==> src/verilog/audio_route_pkg.sv <==
// Purpose: Shared constants for the digital audio routing and gain block
// Assumes: 16-bit control registers at their printed offsets
// Notes:   Field positions, reset values and gain codes live here only

package audio_route_pkg;

  // ****************************************************************
  // Register offsets
  // ****************************************************************
  localparam logic [7:0]  ADDR_INTF_ROUTE   = 8'h18;
  localparam logic [7:0]  ADDR_MIC_CTRL     = 8'h26;
  localparam logic [7:0]  ADDR_LEVEL_CTRL   = 8'h28;
  localparam logic [7:0]  ADDR_LEVEL_STATUS = 8'h3F;

  // ****************************************************************
  // Reset values and writable masks
  // ****************************************************************
  localparam logic [15:0] RST_INTF_ROUTE    = 16'h0050;
  localparam logic [15:0] MASK_INTF_ROUTE   = 16'h1EF0;
  localparam logic [15:0] RST_MIC_CTRL      = 16'h0000;
  localparam logic [15:0] MASK_MIC_CTRL     = 16'h0003;
  localparam logic [15:0] RST_LEVEL_CTRL    = 16'h09AF;
  localparam logic [15:0] MASK_LEVEL_CTRL   = 16'h9FEF;

  // ****************************************************************
  // Field positions
  // ****************************************************************
  localparam int          POS_PLAY_L_INV    = 12;
  localparam int          POS_PLAY_R_INV    = 11;
  localparam int          POS_BOOST_HI      = 10;
  localparam int          POS_BOOST_LO      = 9;
  localparam int          POS_TX_L_SRC      = 7;
  localparam int          POS_TX_R_SRC      = 6;
  localparam int          POS_PLAY_L_SRC    = 5;
  localparam int          POS_PLAY_R_SRC    = 4;
  localparam int          POS_MIC_L_INV     = 1;
  localparam int          POS_MIC_R_INV     = 0;
  localparam int          POS_LC_ENABLE     = 15;
  localparam int          POS_INIT_GAIN_HI  = 10;
  localparam int          POS_INIT_GAIN_LO  = 6;

  // ****************************************************************
  // Gain codes and coefficient format
  // ****************************************************************
  localparam logic [4:0]  GAIN_CODE_0DB     = 5'h06;
  localparam logic [4:0]  GAIN_CODE_MAX     = 5'h12;
  localparam int          COEF_FRAC_BITS    = 10;
  localparam logic [15:0] COEF_UNITY        = 16'h0400;

  // Level controller states
  typedef enum logic [1:0] {
    LC_IDLE = 2'b00,
    LC_RUN  = 2'b01
  } lc_state_e;

endpackage : audio_route_pkg

==> src/verilog/audio_route_mixer.sv <==
// Purpose: Routing, polarity, boost and level control of the digital audio paths
// Assumes: Sample strobes and register strobes synchronous to clk_sys
// Notes:   Two cycles mic to transmit slot, one cycle receive to playback
//
// Functional notes
// - Level controller start loads working gain from initial-gain field, default 0dB.
// - Initial-gain codes run -18dB to +36dB in 3dB steps; higher codes reserved.
// - Left transmit slot carries left mic on 0, right mic on 1.
// - Right transmit slot carries left mic on 0, right mic on 1; resets 1.
// - Left microphone channel is negated when its invert bit is set.
// - Right microphone channel is negated when its invert bit is set.
// - Data to the left playback converter is negated when bit 12 set.
// - Data to the right playback converter is negated when bit 11 set.
// - Left playback takes received left on 0, received right on 1.
// - Right playback takes received left on 0, received right on 1; resets 1.
// - Boost field scales received playback by 0, 6, 12 or 18 dB.
// - Both playback converters may take the same received channel for mono.
// - Level controller gains and compresses microphone samples before transmit.
//
// Implementation choice: strobed register access.

`timescale 1ns/100ps
`default_nettype none

module audio_route_mixer
  import audio_route_pkg::*;
#(
  parameter int W = 24
)
(
  input  wire logic                clk_sys,
  input  wire logic                rst,
  // Register port
  input  wire logic [7:0]          reg_addr,
  input  wire logic [15:0]         reg_wdata,
  input  wire logic                reg_wr,
  input  wire logic                reg_rd,
  output logic      [15:0]         reg_rdata,
  // Digital microphone samples
  input  wire logic signed [W-1:0] mic_left,
  input  wire logic signed [W-1:0] mic_right,
  input  wire logic                mic_valid,
  // Transmit slots of the audio interface
  output logic signed [W-1:0]      tx_left,
  output logic signed [W-1:0]      tx_right,
  output logic                     tx_valid,
  // Received interface samples (playback_serial_data channels)
  input  wire logic signed [W-1:0] rx_left,
  input  wire logic signed [W-1:0] rx_right,
  input  wire logic                rx_valid,
  // Playback converter feeds
  output logic signed [W-1:0]      play_left,
  output logic signed [W-1:0]      play_right,
  output logic                     play_valid
);

  // ****************************************************************
  // Local widths and helpers
  // ****************************************************************
  localparam int PW = W + 17;

  localparam logic signed [W-1:0] S_MAX = {1'b0, {(W-1){1'b1}}};
  localparam logic signed [W-1:0] S_MIN = {1'b1, {(W-1){1'b0}}};

  // Negate without wrap: the most negative code has no positive twin
  function automatic logic signed [W-1:0] sat_neg(input logic signed [W-1:0] x);
    if (x == S_MIN)
      sat_neg = S_MAX;
    else
      sat_neg = -x;
  endfunction : sat_neg

  // Clip a wide intermediate value to the sample range
  function automatic logic signed [W-1:0] sat_clip(input logic signed [PW-1:0] v);
    logic signed [PW-1:0] hi;
    logic signed [PW-1:0] lo;
    hi = PW'(S_MAX);
    lo = PW'(S_MIN);
    if (v > hi)
      sat_clip = S_MAX;
    else if (v < lo)
      sat_clip = S_MIN;
    else
      sat_clip = v[W-1:0];
  endfunction : sat_clip

  // True when a wide value lies outside the sample range
  function automatic logic is_clip(input logic signed [PW-1:0] v);
    is_clip = (v > PW'(S_MAX)) || (v < PW'(S_MIN));
  endfunction : is_clip

  // Linear gain in Q6.10 for each 3dB step from -18dB to +36dB
  function automatic logic [15:0] gain_coef(input logic [4:0] code);
    case (code)
      5'h00:   gain_coef = 16'h0081;
      5'h01:   gain_coef = 16'h00B6;
      5'h02:   gain_coef = 16'h0101;
      5'h03:   gain_coef = 16'h016B;
      5'h04:   gain_coef = 16'h0201;
      5'h05:   gain_coef = 16'h02D5;
      5'h06:   gain_coef = 16'h0400;
      5'h07:   gain_coef = 16'h05A6;
      5'h08:   gain_coef = 16'h07FB;
      5'h09:   gain_coef = 16'h0B46;
      5'h0A:   gain_coef = 16'h0FED;
      5'h0B:   gain_coef = 16'h167E;
      5'h0C:   gain_coef = 16'h1FC6;
      5'h0D:   gain_coef = 16'h2CE1;
      5'h0E:   gain_coef = 16'h3F65;
      5'h0F:   gain_coef = 16'h598C;
      5'h10:   gain_coef = 16'h7E7E;
      5'h11:   gain_coef = 16'hB2AC;
      5'h12:   gain_coef = 16'hFC62;
      default: gain_coef = COEF_UNITY;
    endcase
  endfunction : gain_coef

  // ****************************************************************
  // Control registers
  // ****************************************************************
  logic [15:0] intf_route_q;
  logic [15:0] mic_ctrl_q;
  logic [15:0] level_ctrl_q;
  logic [15:0] reg_rdata_q;
  logic [15:0] rdata_d;

  wire sel_intf   = (reg_addr == ADDR_INTF_ROUTE);
  wire sel_mic    = (reg_addr == ADDR_MIC_CTRL);
  wire sel_level  = (reg_addr == ADDR_LEVEL_CTRL);
  wire sel_status = (reg_addr == ADDR_LEVEL_STATUS);

  // Writes keep only the implemented bits so reserved bits read zero
  always_ff @(posedge clk_sys)
  begin
    if (rst)
    begin
      intf_route_q <= RST_INTF_ROUTE;
      mic_ctrl_q   <= RST_MIC_CTRL;
      level_ctrl_q <= RST_LEVEL_CTRL;
    end
    else if (reg_wr)
    begin
      if (sel_intf)
        intf_route_q <= reg_wdata & MASK_INTF_ROUTE;
      if (sel_mic)
        mic_ctrl_q <= reg_wdata & MASK_MIC_CTRL;
      if (sel_level)
        level_ctrl_q <= reg_wdata & MASK_LEVEL_CTRL;
    end
  end

  // Field decode
  wire       play_left_invert  = intf_route_q[POS_PLAY_L_INV];
  wire       play_right_invert = intf_route_q[POS_PLAY_R_INV];
  wire [1:0] play_boost        = intf_route_q[POS_BOOST_HI:POS_BOOST_LO];
  wire       tx_left_slot_source  = intf_route_q[POS_TX_L_SRC];
  wire       tx_right_slot_source = intf_route_q[POS_TX_R_SRC];
  wire       play_left_source  = intf_route_q[POS_PLAY_L_SRC];
  wire       play_right_source = intf_route_q[POS_PLAY_R_SRC];
  wire       mic_left_invert   = mic_ctrl_q[POS_MIC_L_INV];
  wire       mic_right_invert  = mic_ctrl_q[POS_MIC_R_INV];
  wire       level_ctrl_enable = level_ctrl_q[POS_LC_ENABLE];
  wire [4:0] level_ctrl_initial_gain = level_ctrl_q[POS_INIT_GAIN_HI:POS_INIT_GAIN_LO];

  // ****************************************************************
  // Microphone path, stage 1: polarity and slot routing
  // ****************************************************************
  logic signed [W-1:0] mic_s1_left_q;
  logic signed [W-1:0] mic_s1_right_q;
  logic                mic_s1_valid_q;

  wire signed [W-1:0] mic_l_pol = mic_left_invert ? sat_neg(mic_left) : mic_left;
  wire signed [W-1:0] mic_r_pol = mic_right_invert ? sat_neg(mic_right) : mic_right;
  wire signed [W-1:0] slot_l_d = tx_left_slot_source ? mic_r_pol : mic_l_pol;
  wire signed [W-1:0] slot_r_d = tx_right_slot_source ? mic_r_pol : mic_l_pol;

  // Samples outside a strobe are held so the gain stage sees stable data
  always_ff @(posedge clk_sys)
  begin
    if (rst)
    begin
      mic_s1_left_q  <= '0;
      mic_s1_right_q <= '0;
      mic_s1_valid_q <= 1'b0;
    end
    else
    begin
      mic_s1_valid_q <= mic_valid;
      if (mic_valid)
      begin
        mic_s1_left_q  <= slot_l_d;
        mic_s1_right_q <= slot_r_d;
      end
    end
  end

  // ****************************************************************
  // Level controller: working gain and compression
  // ****************************************************************
  lc_state_e lc_state_q;
  lc_state_e lc_state_d;
  logic [4:0] work_gain_q;
  logic [4:0] work_gain_d;

  // Reserved initial codes fall back to 0dB rather than an undefined gain
  // code range check
  wire       init_code_ok = (level_ctrl_initial_gain <= GAIN_CODE_MAX);
  wire [4:0] init_gain    = init_code_ok ? level_ctrl_initial_gain : GAIN_CODE_0DB;

  // Bypass at unity while the controller is idle
  // gain on mic path
  wire [15:0] lc_coef = (lc_state_q == LC_RUN) ? gain_coef(work_gain_q) : COEF_UNITY;

  wire signed [PW-1:0] prod_l = PW'(mic_s1_left_q  * $signed({1'b0, lc_coef}));
  wire signed [PW-1:0] prod_r = PW'(mic_s1_right_q * $signed({1'b0, lc_coef}));
  wire signed [PW-1:0] gain_l = prod_l >>> COEF_FRAC_BITS;
  wire signed [PW-1:0] gain_r = prod_r >>> COEF_FRAC_BITS;
  wire                 lc_clip = mic_s1_valid_q && (is_clip(gain_l) || is_clip(gain_r));

  // Clipping acts as a one-step attack; decay is not modelled
  always_comb
  begin
    lc_state_d  = lc_state_q;
    work_gain_d = work_gain_q;
    case (lc_state_q)
      LC_IDLE:
      begin
        if (level_ctrl_enable)
        begin
          lc_state_d  = LC_RUN;
          work_gain_d = init_gain;
        end
      end
      LC_RUN:
      begin
        if (!level_ctrl_enable)
          lc_state_d = LC_IDLE;
        else if (lc_clip && (work_gain_q != 5'h00))
          work_gain_d = work_gain_q - 5'h01;
      end
      default:
      begin
        lc_state_d  = LC_IDLE;
        work_gain_d = GAIN_CODE_0DB;
      end
    endcase
  end

  // Controller state
  always_ff @(posedge clk_sys)
  begin
    if (rst)
    begin
      lc_state_q  <= LC_IDLE;
      work_gain_q <= GAIN_CODE_0DB;
    end
    else
    begin
      lc_state_q  <= lc_state_d;
      work_gain_q <= work_gain_d;
    end
  end

  // ****************************************************************
  // Microphone path, stage 2: gained transmit slots
  // ****************************************************************
  logic signed [W-1:0] tx_left_q;
  logic signed [W-1:0] tx_right_q;
  logic                tx_valid_q;

  // Transmit slot registers
  always_ff @(posedge clk_sys)
  begin
    if (rst)
    begin
      tx_left_q  <= '0;
      tx_right_q <= '0;
      tx_valid_q <= 1'b0;
    end
    else
    begin
      tx_valid_q <= mic_s1_valid_q;
      if (mic_s1_valid_q)
      begin
        tx_left_q  <= sat_clip(gain_l);
        tx_right_q <= sat_clip(gain_r);
      end
    end
  end

  // ****************************************************************
  // Playback path: source, boost, polarity
  // ****************************************************************
  logic signed [W-1:0] play_left_q;
  logic signed [W-1:0] play_right_q;
  logic                play_valid_q;

  // Both selects may name one channel, which gives mono playback
  // left and right converter sources
  wire signed [W-1:0] src_l = play_left_source ? rx_right : rx_left;
  wire signed [W-1:0] src_r = play_right_source ? rx_right : rx_left;

  // Boost is a shift by whole 6dB steps; overshoot clips instead of wrapping
  // boost by shift
  wire signed [PW-1:0] boost_l = PW'(src_l) <<< play_boost;
  wire signed [PW-1:0] boost_r = PW'(src_r) <<< play_boost;
  wire signed [W-1:0]  clip_l  = sat_clip(boost_l);
  wire signed [W-1:0]  clip_r  = sat_clip(boost_r);

  wire signed [W-1:0] play_l_d = play_left_invert ? sat_neg(clip_l) : clip_l;
  wire signed [W-1:0] play_r_d = play_right_invert ? sat_neg(clip_r) : clip_r;

  // Playback converter feed registers
  always_ff @(posedge clk_sys)
  begin
    if (rst)
    begin
      play_left_q  <= '0;
      play_right_q <= '0;
      play_valid_q <= 1'b0;
    end
    else
    begin
      play_valid_q <= rx_valid;
      if (rx_valid)
      begin
        play_left_q  <= play_l_d;
        play_right_q <= play_r_d;
      end
    end
  end

  // ****************************************************************
  // Register read-back
  // ****************************************************************
  // Unmapped addresses read zero
  assign rdata_d = sel_intf   ? intf_route_q :
                   sel_mic    ? mic_ctrl_q   :
                   sel_level  ? level_ctrl_q :
                   sel_status ? {11'h000, work_gain_q} : 16'h0000;

  // Read data stands for the one cycle after the strobe only
  always_ff @(posedge clk_sys)
  begin
    if (rst)
      reg_rdata_q <= 16'h0000;
    else if (reg_rd)
      reg_rdata_q <= rdata_d;
    else
      reg_rdata_q <= 16'h0000;
  end

  // ****************************************************************
  // Outputs
  // ****************************************************************
  assign reg_rdata  = reg_rdata_q;
  assign tx_left    = tx_left_q;
  assign tx_right   = tx_right_q;
  assign tx_valid   = tx_valid_q;
  assign play_left  = play_left_q;
  assign play_right = play_right_q;
  assign play_valid = play_valid_q;

endmodule : audio_route_mixer

`default_nettype wire

==> config.mk <==
export PLATFORM = sky130hd
export DESIGN_NAME = audio_route_mixer
export DESIGN_NICKNAME = d
export VERILOG_FILES = /design/src/verilog/audio_route_pkg.sv /design/src/verilog/audio_route_mixer.sv
export SDC_FILE = /design/constraint.sdc
export NUM_CORES = 2
export LEC_CHECK = 0
export BUFFER_PORTS_ARGS = -buffer_cell sky130_fd_sc_hd__buf_2
export CAP_MARGIN = 20
export CORE_ASPECT_RATIO = 0.7
export CORE_UTILIZATION = 29
export CTS_BUF_LIST = sky130_fd_sc_hd__clkbuf_8
export CTS_CLUSTER_DIAMETER = 100
export DETAILED_ROUTE_END_ITERATION = 8
export PLACE_DENSITY = 0.4
export SLEW_MARGIN = 20
export SYNTH_ARGS = -nofsm -noshare
export SYNTH_HDL_FRONTEND = slang
export SYNTH_SLANG_ARGS = --single-unit
==> constraint.sdc <==
create_clock -name clk_sys -period 28 [get_ports clk_sys]
set_input_delay 1.4 -clock clk_sys [delete_from_list [all_inputs] [get_ports clk_sys]]
set_output_delay 1.4 -clock clk_sys [all_outputs]
set_load 0.1 [all_outputs]
* Yosys cells after proc, flatten, opt, wreduce, memory -nomap -nowiden
Memory sizes are Yosys's and may differ from the RTL's. A register that Yosys moved wholly into a read port is not among the register bits. Index checks and enable logic that the tools add are counted. Widths: inputs -> output; s select.
Word-level totals: flip-flop bits (word level) 193, latch bits 0, bits of input ports 126, output and inout bits 114, ROM bits 512, RAM bits 0, memories kept 1
Memory list:
- (no name shown) | depth 32, bits a word 16, read ports 1, clocked after Yosys merged registers in 1, write ports 0, line audio_route_mixer.sv:94 | case (code)
Operators by class: shift-type cells 2, reductions and logical operators 16, mux-type cells 35, magnitude comparators 9, multiply operators 2, divide/modulo/power cells 0, $add $sub $neg 5, eq/ne operators 13, bitwise logic cells 1
Operators with widths (number):
- $mux 24 | 20
- $eq 24x24->1 const B | 4
- $neg 24->24 | 4
- $gt 41x24->1 const B | 2
- $lt 41x24->1 const B | 2
- $mul 24x17->41 | 2
- $sshl 24x2->41 | 2
- $gt 31x24->1 const B | 2
- $lt 31x24->1 const B | 2
- $mux 5 | 7
- $mux 16 | 2
- $mux 13 | 2
- $eq 8x6->1 const B | 3
- $pmux 5 s2 | 1
- $eq 8x5->1 const B | 1
- $reduce_and 2->1 | 4
- $ne 2x2->1 const B | 3
- $le 5x5->1 const B | 1
- $reduce_bool 5->1 | 1
- $reduce_or 5->1 | 1
- $sub 5x1->5 const B | 1
- $mux 2 | 2
- $pmux 2 s2 | 1
- $reduce_or 4->1 | 1
- 9 further kinds | 12

* Logic depth before layout (Yosys ltp)
depth in word-level cells 13, depth in mapped cells 38, mapped depth without buffers 31

* Least setup slack after synthesis
OpenSTA, ideal clock, no wires.
path type reg2reg, start point register lc_state_q[0], end point register (tool-made name), required time 27.875 ns, setup slack 18.855 ns, clock period less this slack 9.145 ns, arrival 9.020 ns, cell stages (with the launch flop) 34, path through dfxtp_1 buf_6 buf_8 clkbuf_1 and2_1 clkbuf_1 clkbuf_1 nand2_1 fa_1 fa_1 inv_1 fa_1 fa_1 fa_1 inv_1 fa_1 inv_1 ha_1 buf_2 nand3_1 or4_4 a311oi_4 mux2i_1 o22ai_1 or4b_1 mux2_4 a2111o_1 and3_1 buf_6 buf_6 ha_1 or3_1 a21oi_1 o32ai_1
RTL lines:
- start: declaration | line audio_route_mixer.sv:200 | lc_state_e lc_state_q;
- start signal: assignment | line audio_route_mixer.sv:259 | lc_state_q <= lc_state_d;

==> impl_results.md <==
* Total of max-cap violations at 0
* Number of flops mapped to enable cells by yosys at 0
* Share of post-route cells with drive strength above 1 at 0.0965
* Placeable core region at 141,000 µm²
* Number of violations reported at the end of detailed-routing iteration 0 at 2,470
* Largest net degree at the start of global routing at 215
* Total negative slack at 0 ns
* Min setup slack post-route at 15.90 ns
* DIE WIDTH at 454 µm
* Worst EP required at 28.50 ns
* Endpoint class of the critical path: flop
* Count of H-tree levels built during CTS at 2
* Arrival time of data at the critical path endpoint at 12.60 ns
* Wire length of the first global-routing pass at 213,000 µm
* Worst min-delay path class: flop to flop
* Final Cycle Share at 0.432
* Routed wire per std cell at 19.8 µm
* Number of nets still failing antenna checks after routing at 0
* Number of flip-flops and latches in the synthesized netlist at 206
* Hold Buf Count CTS at 0
* Hold Vio Cnt, Final at 0
* Routed vias/inst at 4.90
* Largest incremental delay on the critical path at 0.80 ns
* Largest fanout of any net on the critical path at 214
* Floorplan row count at 115
* CTS Buf Count at 43
* Height of the chip at 319 µm
* Number of I/O pins at 240
* Via count of the first global-routing pass at 34,000
* Total GRT Usage at 0.191
* Slew margin rel. at 0.231
* Run status: finished, final reports clean
* Count of vias placed by the detailed router at 33,900
* Clock tree from TritonCTS: done
* Root buffer cell: sky130_fd_sc_hd__clkbuf_8
* Estimated wirelength of the detail-placed design at 107,000 µm
* Worst clock skew at 0.0478 ns
* Total Die Area at 145,000 µm²
* Setup repair after global routing missed its margin: no
* Total power per unit cell area at 25.3 nW/µm²
* Max Freq at 82.6 MHz
* Crit-path most repeated cell: sky130_fd_sc_hd__fa_1
* Total clock sinks at 206
* Slowest library cell on the worst path: sky130_fd_sc_hd__fa_1
* Slew at the pin closest to its max-slew limit at 1.15 ns
* Sequential element share of the synthesized area at 0.0993
* Gp weighted congestion at 0.843
* Share of flip-flops with an asynchronous set or reset after synthesis at 0
* Crit path max-delay family: adder cells
* Final Critical Period at 12.10 ns
* Initial core utilization at 0.294
* Router iterations before antenna repair at 7
* Area added between synthesis and finish at 8.88%
* Mean post-synth cell area at 8.34 µm²
* Residual DRC count at 0
* Number of different library cells in the post-synthesis netlist at 98
* Type of the setup path with the least slack: flop to flop
* Commonest non-fill, non-tap cell in the layout: sky130_fd_sc_hd__inv_1
* Worst voltage drop across the vdd grid at 0.0573 mV
* Worst Path Buf+Inv at 6
* Final count of pins violating max slew at 0
* Number of buffers on the longest clock path at 3
* Critical Path Source Type: flop
* Count of input and output buffers at 235
* Worst slack at placement at 16.01 ns
* Post-CTS setup-driven buffer insertion count at 0
* Clock-pin slew on the worst setup and hold paths at 0.07 ns
* Most used cells in the layout excluding fill and tap cells: 944 x sky130_fd_sc_hd__inv_1, 750 x sky130_fd_sc_hd__fa_1, 747 x sky130_fd_sc_hd__nand2_1
* Leakage power at 22.7 nW
* Combined area of all synthesized cells at 41,500 µm²
* Warning count from the yosys run at 0
* Number of antenna violations at the first check in global routing at 10
* Total Wirelength at 137,000 µm
* # resized after CTS at 0
* Clock latency of the later-clocked register in the worst-skew pair at 0.68 ns
* Final setup violating endpoints at 0
* Primary FF master, synth: sky130_fd_sc_hd__dfxtp_1
* Cells after Synth at 4,980
* # nets final at 6,103
* GR Overflow Total at 0
==> power breakdown <==
part           switching [mW]  total [mW]  internal, mW
Combinational           0.318       0.427         0.109
Sequential             0.0450       0.360         0.315
Clock                   0.164       0.355         0.191
Total                   0.527        1.14         0.615
==> final timing paths <==
check | start | end | slack (ns) | depth (start not counted)
min | level_ctrl_q[12] | level_ctrl_q[12] | 0.46 | 2
max reg2reg | lc_state_q[0] | flop | 15.90 | 27
min reg2reg | level_ctrl_q[12] | level_ctrl_q[12] | 0.46 | 2
max | lc_state_q[0] | flop | 15.90 | 27
==> Yosys cell counts, drive strengths merged (21+ instances only) <==
cell type | instances | area (µm²)
or3 | 22 | 138
a21o | 21 | 165
xor2 | 62 | 543
nand2 | 747 | 2800
clkbuf | 256 | 973
nor3 | 53 | 275
nand3 | 59 | 295
and2 | 26 | 166
inv | 932 | 3500
a211oi | 113 | 948
mux4 | 22 | 495
nor2 | 289 | 1090
o21ai | 156 | 785
fa | 750 | 15000
buf | 59 | 378
and3 | 314 | 1960
xnor2 | 83 | 727
ha | 211 | 2640
o211ai | 21 | 158
dfxtp | 206 | 4120
mux2i | 96 | 961
mux2 | 23 | 267
o31ai | 26 | 195
nand4 | 29 | 181
a21oi | 159 | 807
==> cells by family after synthesis <==
kind of cell / Yosys count / synth area share
AND/OR/NAND/NOR: 1641 / 0.185
buffers and inverters: 1249 / 0.117
XOR/XNOR: 145 / 0.0306
multiplexers: 141 / 0.0415
flip-flops: 206 / 0.0993
AO/OA/AOI/OAI: 636 / 0.102
adder cells (fa/ha/maj): 961 / 0.425
other: 1 / 0.0000903
==> metrics by stage <==
step | utilization | std cells | power (mW) | hold slack (ns) | area (µm²)
2_1_floorplan | - | 4981 | 0.643 | 0.436 | 41500
3_3_place_gp | 0.313 | 6843 | 0.791 | 0.444 | 44300
3_5_place_dp | 0.313 | 6843 | 0.793 | 0.446 | 44300
4_1_cts | 0.320 | 6921 | 1.16 | 0.453 | 45200
5_1_grt | 0.320 | 6926 | 1.21 | 0.466 | 45200
6_report | 0.320 | 6928 | 1.14 | 0.456 | 45200
==> area by class of cell <==
class	count	area, µm²
well taps	1872	2340
diodes	7	17.5
clock buffers	53	729
flip-flops and latches	206	4140
repair buffers	305	1720
clock inverters	25	183
multi-input cells	3526	32600
inverters	934	3510
fillers	15300	96100
==> flip-flops by register name (all words and copies together) (netlist names), 2 cells and up, named ones only <==
| signal | count |
|---|---|
| level_ctrl_q | 13 |
| tx_left | 24 |
| reg_rdata | 14 |
| mic_s1_right_q | 24 |
| play_left | 24 |
| work_gain_q | 5 |
| mic_ctrl_q | 2 |
| mic_s1_left_q | 24 |
| intf_route_q | 8 |
| tx_right | 24 |
| play_right | 24 |
==> routing by layer <==
layer | vias to the layer above | part of all wire | GRT usage
met5 | - | 0.00018 | 0
met2 | 891 | 0.38 | 0.253
met4 | 4 | 0.0097 | 0.0238
met1 | 17100 | 0.53 | 0.318
met3 | 79 | 0.071 | 0.0358
li1 | 15800 | - | -
==> worst register-to-register path, stage by stage, from the launching register on <==
cell                        delay, ns
sky130_fd_sc_hd__dfxtp_4         0.65
sky130_fd_sc_hd__buf_12          0.51
sky130_fd_sc_hd__and2_1          0.27
sky130_fd_sc_hd__buf_4           0.58
sky130_fd_sc_hd__nand2_1         0.29
sky130_fd_sc_hd__fa_1            0.80
sky130_fd_sc_hd__fa_1            0.45
sky130_fd_sc_hd__inv_1           0.34
sky130_fd_sc_hd__fa_1            0.52
sky130_fd_sc_hd__fa_1            0.51
sky130_fd_sc_hd__fa_1            0.49
sky130_fd_sc_hd__inv_1           0.05
sky130_fd_sc_hd__fa_1            0.47
sky130_fd_sc_hd__inv_1           0.05
sky130_fd_sc_hd__ha_1            0.51
sky130_fd_sc_hd__nand3_1         0.19
sky130_fd_sc_hd__or4_4           0.62
sky130_fd_sc_hd__a311oi_4        0.67
sky130_fd_sc_hd__nand4bb_1       0.23
sky130_fd_sc_hd__nand3_1         0.17
sky130_fd_sc_hd__or4b_1          0.57
sky130_fd_sc_hd__mux2_4          0.34
sky130_fd_sc_hd__a21oi_4         0.28
sky130_fd_sc_hd__mux2_4          0.43
sky130_fd_sc_hd__nor2_2          0.41
sky130_fd_sc_hd__clkinv_1        0.40
sky130_fd_sc_hd__or3_1           0.59
sky130_fd_sc_hd__o22ai_1         0.57
Note: power is estimated with default switching activity, not from simulation.
